===== config.mk =====
export PLATFORM = sky130hd
export DESIGN_NAME = spr_route
export DESIGN_NICKNAME = d
export VERILOG_FILES = /design/src/pkg/spr_pkg.sv /design/src/rtl/spr_route.sv /design/src/rtl/spr_pin_sync.sv /design/src/rtl/spr_mic_capture.sv
export VERILOG_INCLUDE_DIRS = /design/src /design/src/pkg
export SDC_FILE = /design/constraint.sdc
export NUM_CORES = 1
export LEC_CHECK = 0
export BUFFER_PORTS_ARGS = -buffer_cell sky130_fd_sc_hd__buf_2
export CORE_MARGIN = 1
export CORE_UTILIZATION = 52
export DETAILED_ROUTE_END_ITERATION = 7
export MAX_ROUTING_LAYER = met4
export PLACE_DENSITY_LB_ADDON = 0.2
export SYNTH_ARGS = -nofsm -noshare
export SYNTH_HDL_FRONTEND = slang
export SYNTH_SLANG_ARGS = --single-unit

===== constraint.sdc =====
create_clock -name CLK_IN -period 2.47 [get_ports CLK_IN]
set_input_delay 0.3705 -clock CLK_IN [delete_from_list [all_inputs] [get_ports CLK_IN]]
set_output_delay 0.3705 -clock CLK_IN [all_outputs]
set_load 0.05 [all_outputs]

===== src/pkg/spr_regs.svh =====
`ifndef SPR_REGS_SVH
`define SPR_REGS_SVH

// Register indices; byte address is four times the index
`define SPR_IDX_CLK_FRAME 10'h011
`define SPR_IDX_DATA 10'h012
`define SPR_IDX_MIC 10'h013
`define SPR_IDX_PIN_FUNC 10'h020
`define SPR_IDX_STATUS 10'h021

// Reset values
`define SPR_RST_CLK_FRAME 8'h80
`define SPR_RST_DATA 8'h00
`define SPR_RST_MIC 8'h00
`define SPR_RST_PIN_FUNC 4'h5

// Writable bits; reserved bits stay zero
`define SPR_MASK_CLK_FRAME 8'hFE
`define SPR_MASK_DATA 8'hFC
`define SPR_MASK_MIC 8'hFF

// Field positions
`define SPR_MAIN_EN_BIT 7
`define SPR_FRAME_LSB 4
`define SPR_BITCLK_LSB 1
`define SPR_IN_A_LSB 5
`define SPR_IN_B_LSB 2
`define SPR_CH1_TYPE_BIT 7
`define SPR_CH2_TYPE_BIT 6
`define SPR_PAIR_A_EDGE_BIT 5
`define SPR_PAIR_B_EDGE_BIT 4
`define SPR_PAIR_A_SRC_LSB 2
`define SPR_PAIR_B_SRC_LSB 0

// Timing
`define SPR_CLK_NS 10
`define SPR_MIC_CLK_NS 320
`define SPR_MIC_HALF_CYC (`SPR_MIC_CLK_NS / (2 * `SPR_CLK_NS))
`define SPR_DIV_W 16

`endif


===== src/pkg/spr_pkg.sv =====
package spr_pkg;

  // Source codes shared by the routing fields
  typedef enum logic [2:0] {
    SPR_SRC_OFF = 3'h0,
    SPR_SRC_PIN1 = 3'h1,
    SPR_SRC_PIN2 = 3'h2,
    SPR_SRC_PIN3 = 3'h3,
    SPR_SRC_DOUT = 3'h4,
    SPR_SRC_MAIN = 3'h5
  } spr_src_t;

  typedef enum logic [3:0] {
    SPR_FUNC_MIC_CLK = 4'h4
  } spr_pin_func_t;

  typedef struct packed {
    logic odd;
    logic even;
    logic odd_v;
    logic even_v;
  } spr_cap_t;

  typedef struct packed {
    logic [7:0] cfg_clk_frame;
    logic [7:0] cfg_data;
    logic [7:0] cfg_mic;
    logic [3:0] cfg_pin_func;
    logic pready;
    logic pslverr;
    logic [31:0] prdata;
    logic [15:0] div_cnt;
    logic mic_clk;
    logic mic_run;
    logic pin_mic;
    logic pin_oe;
    logic sec_en;
    logic sec_frame;
    logic sec_bitclk;
    logic sec_in_a;
    logic sec_in_b;
    logic main_in;
    logic ch1_type;
    logic ch2_type;
  } spr_state_t;

endpackage : spr_pkg


===== src/rtl/spr_route.sv =====
// Added by the designer: the APB interface to the registers.
`timescale 1ns/1ps
`default_nettype none
`include "spr_regs.svh"

// Notes on behaviour
// - Main port data input gated by enable
// - Frame source: off, three pins, main
// - Bit clock source: off, pins, main
// - Input A: off, pins, data pin, main
// - Input B uses the same code set
// - Record channel one converter or microphone
// - Record channel two converter or microphone
// - Pair A edges: ch1 fall, ch2 rise
// - Pair B edges: ch3 fall, ch4 rise
// - Pair A data pin: off or pins
// - Pair B data pin: off or pins
// - Data pin carries microphone clock, code four
module spr_route
  import spr_pkg::*;
#(
  parameter int MIC_HALF = `SPR_MIC_HALF_CYC
) (
  // Clock and reset
  input wire logic CLK_IN,
  input wire logic RST_IN,
  // APB slave
  input wire logic PSEL_IN,
  input wire logic PENABLE_IN,
  input wire logic PWRITE_IN,
  input wire logic [11:0] PADDR_IN,
  input wire logic [31:0] PWDATA_IN,
  output logic [31:0] PRDATA_OUT,
  output logic PREADY_OUT,
  output logic PSLVERR_OUT,
  // Pins
  input wire logic [2:0] MULTI_PIN_IN,
  input wire logic DOUT_PIN_IN,
  input wire logic MAIN_FRAME_IN,
  input wire logic MAIN_BITCLK_IN,
  input wire logic MAIN_DATA_IN,
  output logic DOUT_PIN_OUT,
  output logic DOUT_PIN_OE_OUT,
  // Main port
  output logic MAIN_DATA_OUT,
  // Second port
  output logic SEC_PORT_EN_OUT,
  output logic SEC_FRAME_OUT,
  output logic SEC_BITCLK_OUT,
  output logic SEC_DATA_A_OUT,
  output logic SEC_DATA_B_OUT,
  // Record path
  output logic REC_CH_ONE_TYPE_OUT,
  output logic REC_CH_TWO_TYPE_OUT,
  output logic [3:0] MIC_CH_DATA_OUT,
  output logic [3:0] MIC_CH_VALID_OUT
);

  if (MIC_HALF < 2 || MIC_HALF > 65535) begin : g_bad_half
    $error("MIC_HALF out of range");
  end

  ////////////////////////////////////////////////////////////////////
  // Pin synchronisers

  logic [6:0] pins_s;
  logic [2:0] mp_s;
  logic dout_s;
  logic mframe_s;
  logic mbclk_s;
  logic mdata_s;

  spr_pin_sync #(
    .W(7)
  ) u_sync (
    .clk_in(CLK_IN),
    .rst_in(RST_IN),
    .pins_in({MAIN_DATA_IN, MAIN_BITCLK_IN, MAIN_FRAME_IN, DOUT_PIN_IN, MULTI_PIN_IN}),
    .pins_out(pins_s)
  );

  assign mp_s = pins_s[2:0];
  assign dout_s = pins_s[3];
  assign mframe_s = pins_s[4];
  assign mbclk_s = pins_s[5];
  assign mdata_s = pins_s[6];

  ////////////////////////////////////////////////////////////////////
  // Source selection

  function automatic logic spr_pick(
    input logic [2:0] code,
    input logic [2:0] mp,
    input logic dout,
    input logic main
  );
    logic r;
    r = 1'b0;
    case (code)
      SPR_SRC_PIN1: r = mp[0];
      SPR_SRC_PIN2: r = mp[1];
      SPR_SRC_PIN3: r = mp[2];
      SPR_SRC_DOUT: r = dout;
      SPR_SRC_MAIN: r = main;
      default: r = 1'b0;
    endcase
    return r;
  endfunction : spr_pick

  // Clock and frame fields have no data pin code
  function automatic logic spr_clk_legal(input logic [2:0] code);
    logic r;
    r = 1'b0;
    case (code)
      SPR_SRC_PIN1, SPR_SRC_PIN2, SPR_SRC_PIN3, SPR_SRC_MAIN: r = 1'b1;
      default: r = 1'b0;
    endcase
    return r;
  endfunction : spr_clk_legal

  ////////////////////////////////////////////////////////////////////
  // State

  spr_state_t q;
  spr_state_t n;

  logic [9:0] word;
  logic hit;
  logic wr_take;
  logic [31:0] rdata;
  logic [2:0] frame_code;
  logic [2:0] bitclk_code;
  logic [2:0] in_a_code;
  logic [2:0] in_b_code;
  logic [1:0] pair_a_src;
  logic [1:0] pair_b_src;
  logic tick;
  logic mic_rise;
  logic mic_fall;
  logic pair_a_bit;
  logic pair_b_bit;

  assign word = PADDR_IN[11:2];
  assign hit = (word == `SPR_IDX_CLK_FRAME) || (word == `SPR_IDX_DATA)
            || (word == `SPR_IDX_MIC) || (word == `SPR_IDX_PIN_FUNC)
            || (word == `SPR_IDX_STATUS);
  // Write lands only on the access edge, with pready already high
  assign wr_take = PSEL_IN && PENABLE_IN && PWRITE_IN && q.pready && hit;

  assign frame_code = q.cfg_clk_frame[`SPR_FRAME_LSB +: 3];
  assign bitclk_code = q.cfg_clk_frame[`SPR_BITCLK_LSB +: 3];
  assign in_a_code = q.cfg_data[`SPR_IN_A_LSB +: 3];
  assign in_b_code = q.cfg_data[`SPR_IN_B_LSB +: 3];
  assign pair_a_src = q.cfg_mic[`SPR_PAIR_A_SRC_LSB +: 2];
  assign pair_b_src = q.cfg_mic[`SPR_PAIR_B_SRC_LSB +: 2];

  // Microphone clock edges, known ahead since this block makes the clock
  assign tick = q.mic_run && (q.div_cnt == 16'(MIC_HALF - 1));
  assign mic_rise = tick && !q.mic_clk;
  assign mic_fall = tick && q.mic_clk;

  assign pair_a_bit = spr_pick({1'b0, pair_a_src}, mp_s, 1'b0, 1'b0);
  assign pair_b_bit = spr_pick({1'b0, pair_b_src}, mp_s, 1'b0, 1'b0);

  always_comb begin
    rdata = 32'h0000_0000;
    case (word)
      `SPR_IDX_CLK_FRAME: rdata[7:0] = q.cfg_clk_frame;
      `SPR_IDX_DATA: rdata[7:0] = q.cfg_data;
      `SPR_IDX_MIC: rdata[7:0] = q.cfg_mic;
      `SPR_IDX_PIN_FUNC: rdata[3:0] = q.cfg_pin_func;
      `SPR_IDX_STATUS: rdata[5:0] = {dout_s, mp_s, q.mic_run, q.sec_en};
      default: rdata = 32'h0000_0000;
    endcase
  end

  ////////////////////////////////////////////////////////////////////
  // Next state

  always_comb begin
    n = q;

    // Bus: answer prepared in setup, so access phase has no wait
    n.pready = 1'b0;
    n.pslverr = 1'b0;
    if (PSEL_IN && !PENABLE_IN) begin
      n.pready = 1'b1;
      n.pslverr = !hit;
      n.prdata = PWRITE_IN ? 32'h0000_0000 : rdata;
    end

    // Reserved bits are masked so they always read zero
    if (wr_take) begin
      case (word)
        `SPR_IDX_CLK_FRAME: n.cfg_clk_frame = PWDATA_IN[7:0] & `SPR_MASK_CLK_FRAME;
        `SPR_IDX_DATA: n.cfg_data = PWDATA_IN[7:0] & `SPR_MASK_DATA;
        `SPR_IDX_MIC: n.cfg_mic = PWDATA_IN[7:0] & `SPR_MASK_MIC;
        `SPR_IDX_PIN_FUNC: n.cfg_pin_func = PWDATA_IN[3:0];
        default: n = n;
      endcase
    end

    // Routing follows stored fields, one cycle after the write
    n.main_in = q.cfg_clk_frame[`SPR_MAIN_EN_BIT] & mdata_s;
    n.sec_en = spr_clk_legal(frame_code) && spr_clk_legal(bitclk_code);
    n.sec_frame = n.sec_en ? spr_pick(frame_code, mp_s, 1'b0, mframe_s) : 1'b0;
    n.sec_bitclk = n.sec_en ? spr_pick(bitclk_code, mp_s, 1'b0, mbclk_s) : 1'b0;
    n.sec_in_a = spr_pick(in_a_code, mp_s, dout_s, mdata_s);
    n.sec_in_b = spr_pick(in_b_code, mp_s, dout_s, mdata_s);
    n.ch1_type = q.cfg_mic[`SPR_CH1_TYPE_BIT];
    n.ch2_type = q.cfg_mic[`SPR_CH2_TYPE_BIT];

    // Divider stops and parks low when no pair is routed
    n.mic_run = (pair_a_src != 2'h0) || (pair_b_src != 2'h0);
    if (!q.mic_run) begin
      n.div_cnt = 16'h0000;
      n.mic_clk = 1'b0;
    end else if (tick) begin
      n.div_cnt = 16'h0000;
      n.mic_clk = !q.mic_clk;
    end else begin
      n.div_cnt = q.div_cnt + 16'h0001;
    end

    n.pin_oe = (q.cfg_pin_func == SPR_FUNC_MIC_CLK);
    n.pin_mic = n.pin_oe && n.mic_clk;
  end

  always_ff @(posedge CLK_IN) begin
    if (RST_IN) begin
      q <= '0;
      q.cfg_clk_frame <= `SPR_RST_CLK_FRAME;
      q.cfg_data <= `SPR_RST_DATA;
      q.cfg_mic <= `SPR_RST_MIC;
      q.cfg_pin_func <= `SPR_RST_PIN_FUNC;
    end else begin
      q <= n;
    end
  end

  ////////////////////////////////////////////////////////////////////
  // Microphone capture
  // Data is read after the synchroniser, so the bit taken at an edge
  // is the level from two cycles before it; fine at this clock ratio.

  logic [1:0] pair_on;
  logic [1:0] pair_swap;
  logic [1:0] pair_bit;

  // Both pairs share one clock, so only source and edge differ per pair
  assign pair_on[0] = (pair_a_src != 2'h0);
  assign pair_on[1] = (pair_b_src != 2'h0);
  assign pair_swap[0] = q.cfg_mic[`SPR_PAIR_A_EDGE_BIT];
  assign pair_swap[1] = q.cfg_mic[`SPR_PAIR_B_EDGE_BIT];
  assign pair_bit[0] = pair_a_bit;
  assign pair_bit[1] = pair_b_bit;

  for (genvar g = 0; g < 2; g++) begin : g_pair
    spr_mic_capture u_pair (
      .clk_in(CLK_IN),
      .rst_in(RST_IN),
      .enable_in(pair_on[g]),
      .swap_in(pair_swap[g]),
      .rise_in(mic_rise),
      .fall_in(mic_fall),
      .data_in(pair_bit[g]),
      .odd_out(MIC_CH_DATA_OUT[2 * g]),
      .even_out(MIC_CH_DATA_OUT[2 * g + 1]),
      .odd_valid_out(MIC_CH_VALID_OUT[2 * g]),
      .even_valid_out(MIC_CH_VALID_OUT[2 * g + 1])
    );
  end

  ////////////////////////////////////////////////////////////////////
  // Outputs

  assign PRDATA_OUT = q.prdata;
  assign PREADY_OUT = q.pready;
  assign PSLVERR_OUT = q.pslverr;
  assign DOUT_PIN_OUT = q.pin_mic;
  assign DOUT_PIN_OE_OUT = q.pin_oe;
  assign MAIN_DATA_OUT = q.main_in;
  assign SEC_PORT_EN_OUT = q.sec_en;
  assign SEC_FRAME_OUT = q.sec_frame;
  assign SEC_BITCLK_OUT = q.sec_bitclk;
  assign SEC_DATA_A_OUT = q.sec_in_a;
  assign SEC_DATA_B_OUT = q.sec_in_b;
  assign REC_CH_ONE_TYPE_OUT = q.ch1_type;
  assign REC_CH_TWO_TYPE_OUT = q.ch2_type;

endmodule : spr_route

`default_nettype wire


===== src/rtl/spr_pin_sync.sv =====
`timescale 1ns/1ps
`default_nettype none

module spr_pin_sync #(
  parameter int W = 7
) (
  // Clock and reset
  input wire logic clk_in,
  input wire logic rst_in,
  // Pins
  input wire logic [W-1:0] pins_in,
  output logic [W-1:0] pins_out
);

  if (W < 1) begin : g_bad_w
    $error("W must be at least one");
  end

  typedef struct packed {
    logic [W-1:0] s2;
    logic [W-1:0] s1;
  } spr_sync_t;

  spr_sync_t q;
  spr_sync_t n;

  // First stage feeds only the second stage
  always_comb begin
    n.s1 = pins_in;
    n.s2 = q.s1;
  end

  always_ff @(posedge clk_in) begin
    if (rst_in) begin
      q <= '0;
    end else begin
      q <= n;
    end
  end

  assign pins_out = q.s2;

endmodule : spr_pin_sync

`default_nettype wire


===== src/rtl/spr_mic_capture.sv =====
`timescale 1ns/1ps
`default_nettype none

module spr_mic_capture
  import spr_pkg::*;
(
  // Clock and reset
  input wire logic clk_in,
  input wire logic rst_in,
  // Control
  input wire logic enable_in,
  input wire logic swap_in,
  input wire logic rise_in,
  input wire logic fall_in,
  input wire logic data_in,
  // Captured channels
  output logic odd_out,
  output logic even_out,
  output logic odd_valid_out,
  output logic even_valid_out
);

  spr_cap_t q;
  spr_cap_t n;

  always_comb begin
    logic odd_edge;
    logic even_edge;
    odd_edge = swap_in ? rise_in : fall_in;
    even_edge = swap_in ? fall_in : rise_in;
    n = q;
    n.odd_v = 1'b0;
    n.even_v = 1'b0;
    if (enable_in && odd_edge) begin
      n.odd = data_in;
      n.odd_v = 1'b1;
    end
    if (enable_in && even_edge) begin
      n.even = data_in;
      n.even_v = 1'b1;
    end
  end

  always_ff @(posedge clk_in) begin
    if (rst_in) begin
      q <= '0;
    end else begin
      q <= n;
    end
  end

  assign odd_out = q.odd;
  assign even_out = q.even;
  assign odd_valid_out = q.odd_v;
  assign even_valid_out = q.even_v;

endmodule : spr_mic_capture

`default_nettype wire


==> results.py, run 1 <==
metrics = {
    "outcome": {
        "outcome": "finished, final reports clean",
    },
    "cts": {
        "cts_tree": "yes",
        "cts_setup_buffers": 0,
        "ctsHoldBuffers": 0,
        "cts.clk_slew.worst_paths_ps": 80,
        "clockBufferDepth": 2,
        "cts.sinks": 85,
        "clock_latency_ps": 350,
        "htree_levels": 3,
        "cts_resized": 0,
        "cts-root-buf": "clkbuf_8",
        "numCtsBuffers": 9,
    },
    "detailed_routing": {
        "detail_route.wl_per_cell_um": 13.4,
        "dr.pass1.iters": 4,
        "drt-met1-wl_um": 3650,
        "post-route-drc-count": 0,
        "avgViaCountPerCell": 5.14,
        "vias": 2871,
        "top_layer": "met4",
        "drtAntennaViolNets": 0,
        "wirelength_um": 7510,
        "wl_met2_um": 3460,
        "route.met3.wl_um": 282,
        "drtIter0Drc": 155,
    },
    "synth": {
        "synth_top_family_by_area": "simple AND/OR/NAND/NOR gates",
        "synthAdderAreaFrac": 0.00954,
        "synth_seq_cells": 85,
        "synth.distinct_cells": 58,
        "yosys_warnings": 0,
        "synthMuxAreaShare": 0.128,
        "synth_edf_count": 0,
        "synthSimpleGateAreaFrac": 0.223,
        "synth_seq_area_share": 0.433,
        "synth_top_area_frac": 0.433,
        "avgSynthCellArea_um2": 9.50,
        "syn_area_um2": 3930,
        "synth_commonest_cells": "85 x dfxtp_1, 66 x nor2_1, 40 x buf_4, 39 x mux2i_1, 20 x nor2b_1",
        "async_flop_share": 0,
        "synthTopCellsByArea": "dfxtp_1 43%, mux2i_1 9.9%, buf_4 7.6%",
        "synth_xor_xnor_area_share": 0.0312,
        "synth_compound_area_frac": 0.0681,
        "synth.most_common_cell": "dfxtp_1",
        "yosysTopAreaCell": "dfxtp_1",
        "dominantRegCellSynth": "dfxtp_1",
        "synthCells": 414,
    },
    "layout": {
        "nets": 514,
        "drive_gt1_frac": 0.215,
        "finalNonFillerCells": 559,
        "diodes": 0,
        "syn_to_final_growth_pct": 8.81,
    },
    "job": {
        "max_cap_violations": 0,
    },
    "global_routing": {
        "antenna_found_initial": 0,
        "grt-ovfl-total": 0,
        "grt_usage": 0.202,
        "grt_pass1_wl_um": 11700,
        "grt_max_degree": 37,
        "grt_pass1_vias": 2406,
    },
    "die": {
        "rows": 31,
        "core_area_um2": 7290,
        "die_x_um": 89.0,
        "start_util": 0.539,
        "die_y_um": 89.0,
        "num_io_pins": 108,
        "die-area_um2": 7920,
    },
    "critical_path": {
        "cp.depth": 8,
        "crit_end": "g_pair[0].u_pair.odd_out",
        "path_class": "register to register",
        "path_common_cell": "nor2_1",
        "critPathLaunchType": "register",
        "slowest_stage": "or4_1",
        "crit_start": "q[18]",
        "worstReg2RegEnd": "g_pair[0].u_pair.odd_out",
        "worstPathMaxFanout": 4,
        "r2r-start": "q[18]",
        "reg2reg_depth": 8,
        "end_kind": "register",
        "r2r_slack_ps": 280,
        "worstPathCellList": "or4_1 -> nor4_2 -> and2_2 -> ha_1 -> mux2i_1 -> nor2_1 -> nor2_1 -> nor3_1",
        "critical_path_arrival_ps": 2460,
        "crit_family": "simple AND/OR/NAND/NOR gates",
        "slowest_delay_ps": 550,
        "crit_required_ps": 2740,
        "crit_buf_inv": 0,
    },
    "timing": {
        "rsz0062_at_grt": "no",
        "hold_viol_final": 0,
        "fin_skew_ps": 6.49,
        "slew_viol_final": 0,
        "fmax_mhz": 457,
        "setup_viol": 0,
        "timing.slew.headroom": 0.604,
        "post-route-period-util": 0.887,
        "tns_ps": 0,
        "fin_crit_ps": 2190,
        "worstMarginPinSlew_ps": 595,
    },
    "power_and_ir_drop": {
        "clockPowerShare": 0.383,
        "p_seq_frac": 0.539,
        "vdd_drop_max_mv": 0.336,
        "p_switching_mw": 0.679,
        "p_int_mw": 1.90,
        "p_total_mw": 2.58,
        "cellPowerDensity_nw_per_um2": 604,
        "p_comb_frac": 0.078,
        "swShare": 0.263,
        "p_leak_nw": 1.82,
    },
    "placement": {
        "gp_congestion": 0.812,
        "hpwl_um": 5260,
        "place_inst": 543,
        "port_buffers": 57,
    },
    "hold_path": {
        "hold_path_class": "input pin to register",
    },
}
## cell families (layout without fill, tap and decap cells)
kind of cell | after synthesis | count (layout)
buf+inv | 63 | 86
simple gates | 162 | 162
fa+ha+maj | 3 | 3
other cells | 1 | 24
compound gates | 37 | 37
xor+xnor | 14 | 14
flops | 85 | 85
mux | 49 | 49
## per-stage QoR
| step | hold WS [ps] | util | worst slack [ps] | instance area (um^2) |
|---|---|---|---|---|
| after floorplan | 414 | - | 546 | 4020 |
| after global placement | 418 | 0.559 | 352 | 4080 |
| after detailed placement | 424 | 0.559 | 284 | 4080 |
| after CTS | 207 | 0.586 | 225 | 4270 |
| after global routing | 211 | 0.587 | 74.6 | 4280 |
| final | 221 | 0.587 | 280 | 4280 |
## how the worst min path moves through the flow
stage                    start            endpoint  slack, ps  depth (start not counted)
2_1_floorplan      u_sync.n[7]  u_sync.pins_out[0]        410                          1
6_report       MULTI_PIN_IN[0]         u_sync.n[7]        220                          2
3_3_place_gp      u_sync.n[11]  u_sync.pins_out[4]        420                          1
3_5_place_dp      u_sync.n[13]  u_sync.pins_out[6]        420                          1
5_1_grt            DOUT_PIN_IN        u_sync.n[10]        210                          2
4_1_cts        MULTI_PIN_IN[0]         u_sync.n[7]        210                          2
## area by class of cell
cell class	instances	area [um^2]
Inverter	8	30.0
Sequential cell	85	1700
Multi-Input combinational cell	289	1900
Clock inverter	6	71.3
Tap cell	99	124
Timing Repair Buffer	62	323
Clock buffer	10	128
Fill cell	719	3010
## flip-flops by register name (all words and copies together), names as in the netlist, 2 cells and up
signal / cells
g_pair.u_pair.odd_valid_out: 2
in_a_code: 3
pair_a_src: 2
frame_code: 3
pair_swap: 2
pair_b_src: 2
PRDATA_OUT: 8
q: 23
g_pair.u_pair.even_valid_out: 2
in_b_code: 3
u_sync.n: 7
u_sync.pins_out: 7
n: 2
g_pair.u_pair.odd_out: 2
bitclk_code: 3
g_pair.u_pair.even_out: 2
## power by group through the flow
stage,logic (mW),registers [mW],clock network (mW)
3_5_place_dp,0.201,1.42,0
2_1_floorplan,0.180,1.43,0
6_report,0.202,1.39,0.989
5_1_grt,0.217,1.39,1.07
3_3_place_gp,0.200,1.42,0
4_1_cts,0.202,1.39,1.01
## layout by cell type (no fill, tap or decap), drive strengths merged, types with 3 or more instances in the layout
cell,n
inv,9
clkbuf,10
nor4,7
nor2,68
conb,24
buf,62
dfxtp,85
nand3,3
xor2,4
ha,3
nand4,10
mux2,10
nor3,16
a211o,3
a32oi,3
or4,3
nor2b,20
mux2i,39
nand2b,3
a21oi,6
a22o,5
nand2,14
xnor2,10
a22oi,3
o21ai,7
## metal layers
metal	GRT usage	up-vias
met2	0.311	61
met1	0.265	1354
met5	-	-
met3	0.0425	9
li1	-	1447
met4	0.0693	0
No activity file was read; power rests on OpenSTA's default activity.
==> run 2: changes to the inputs <==
--- a/config.mk
+++ b/config.mk
@@ -12,6 +12,7 @@
 export DETAILED_ROUTE_END_ITERATION = 7
 export MAX_ROUTING_LAYER = met4
 export PLACE_DENSITY_LB_ADDON = 0.2
+export REMOVE_ABC_BUFFERS = 1
 export SYNTH_ARGS = -nofsm -noshare
 export SYNTH_HDL_FRONTEND = slang
 export SYNTH_SLANG_ARGS = --single-unit
==> results.py, run 2 (synthesis gave the netlist of run 1 again) <==
metrics = {
    "timing": {
        "hold_viol_final": 0,
        "rsz0062_at_grt": "no",
        "setup_ws_ps": 251,
        "setup_viol": 0,
        "fin_skew_ps": 11.1,
        "fmax_mhz": 451,
        "timing.slew.headroom": 0.585,
        "slew_viol_final": 0,
        "fin_crit_ps": 2220,
        "worstMarginPinSlew_ps": 618,
        "tns_ps": 0,
        "post-route-period-util": 0.899,
    },
    "hold_path": {
        "hold_start": "MAIN_DATA_IN",
        "hold_path_class": "input pin to register",
    },
    "power_and_ir_drop": {
        "p_leak_nw": 1.82,
        "cellPowerDensity_nw_per_um2": 598,
        "vdd_drop_max_mv": 0.369,
    },
    "detailed_routing": {
        "post-route-drc-count": 0,
        "dr.pass1.iters": 4,
        "drtAntennaViolNets": 0,
        "detail_route.wl_per_cell_um": 13.5,
        "vias": 2888,
        "avgViaCountPerCell": 5.16,
        "drtIter0Drc": 176,
        "wirelength_um": 7540,
    },
    "cts": {
        "ctsHoldBuffers": 0,
        "cts-root-buf": "clkbuf_8",
        "cts_setup_buffers": 0,
        "htree_levels": 3,
        "cts_resized": 0,
        "clock_latency_ps": 350,
        "cts_tree": "yes",
        "cts.sinks": 85,
        "cts.clk_slew.worst_paths_ps": 80,
        "numCtsBuffers": 9,
        "clockBufferDepth": 2,
    },
    "global_routing": {
        "grt_pass1_wl_um": 12400,
        "antenna_found_initial": 0,
        "grt_usage": 0.215,
        "grt_pass1_vias": 2644,
        "grt-ovfl-total": 0,
        "grt_max_degree": 25,
    },
    "placement": {
        "place_inst": 544,
        "pre_cts_ws_ps": 275,
        "port_buffers": 57,
        "hpwl_um": 5380,
        "place_area_um2": 4080,
        "gp_congestion": 0.833,
    },
    "layout": {
        "design_area_um2": 4280,
        "regMostFlops": "q",
        "layout_commonest_cell": "dfxtp_1",
        "largest_reg_flops": 23,
        "multi_input_area_um2": 1900,
        "diodes": 0,
        "nets": 515,
        "syn_to_final_growth_pct": 8.71,
        "seq_area_um2": 1700,
        "fillers": 670,
        "final_cell_mix": "85 x dfxtp_1, 66 x nor2_1, 57 x buf_2",
        "drive_gt1_frac": 0.210,
        "finalNonFillerCells": 560,
        "utilization": 0.586,
    },
    "die": {
        "core_area_um2": 7290,
        "die-area_um2": 7920,
        "die_y_um": 89.0,
        "num_io_pins": 108,
        "start_util": 0.539,
        "rows": 31,
        "die_x_um": 89.0,
    },
    "critical_path": {
        "r2r-start": "q[18]",
        "end_kind": "register",
        "path_class": "register to register",
        "critical_path_arrival_ps": 2490,
        "worstPathMaxFanout": 4,
        "crit_start": "q[18]",
        "crit_required_ps": 2740,
        "critPathLaunchType": "register",
    },
    "outcome": {
        "outcome": "finished, final reports clean",
    },
    "job": {
        "max_cap_violations": 0,
    },
}
-- run 2: cell count changes in the layout (fill, tap and decap cells not counted), sizes merged --
cell | before | now
clkbuf | 10 | 13
inv | 9 | 8
clkinv | 2 | 0
buf | 62 | 63
-- run 2: path summary, 6_finish.rpt --
check	slack [ps]	cells after the start	to
hold / removal	230	2	u_sync.n[13]
setup / recovery	250	8	g_pair[0].u_pair.odd_out
hold reg to reg	440	1	u_sync.pins_out[5]
setup reg to reg	250	8	g_pair[0].u_pair.odd_out
-- run 2: metal layers --
layer / global-route usage / vias to the layer above / share of wire
li1: - / 1452 / -
met4: 0.124 / 0 / 0.023
met1: 0.271 / 1335 / 0.48
met5: - / - / 0
met2: 0.331 / 89 / 0.45
met3: 0.0323 / 12 / 0.044
-- run 2: layout make-up --
cell class                 instances  share of cell area
inverter                           8             0.00702
sequential                        85               0.398
multi-input combinational        289               0.444
clock buffer                      13              0.0348
clock inverter                     3              0.0105
timing repair buffer              63              0.0772
tap                               99              0.0290
-- run 2: critical path, stage by stage (launching register included) --
cell and delay (ps):
dfxtp_1 350, or4_1 520, nor4_1 360, and2_2 220, ha_1 220, mux2i_1 140
nor2_1 110, nor2_1 50, nor3_1 180
-- run 2: metrics by stage --
| stage | power (mW) | hold slack, ps |
|---|---|---|
| 5_1_grt | 2.66 | 225 |
| 3_3_place_gp | 1.62 | 422 |
| 6_report | 2.56 | 227 |
| 3_5_place_dp | 1.63 | 420 |
| 4_1_cts | 2.59 | 215 |
| 2_1_floorplan | 1.55 | 414 |
-- run 2: report_power, final --
group	switching [mW]	internal [mW]
Combinational	0.156	0.0471
Clock	0.468	0.497
Sequential	0.00919	1.38
Total	0.633	1.93
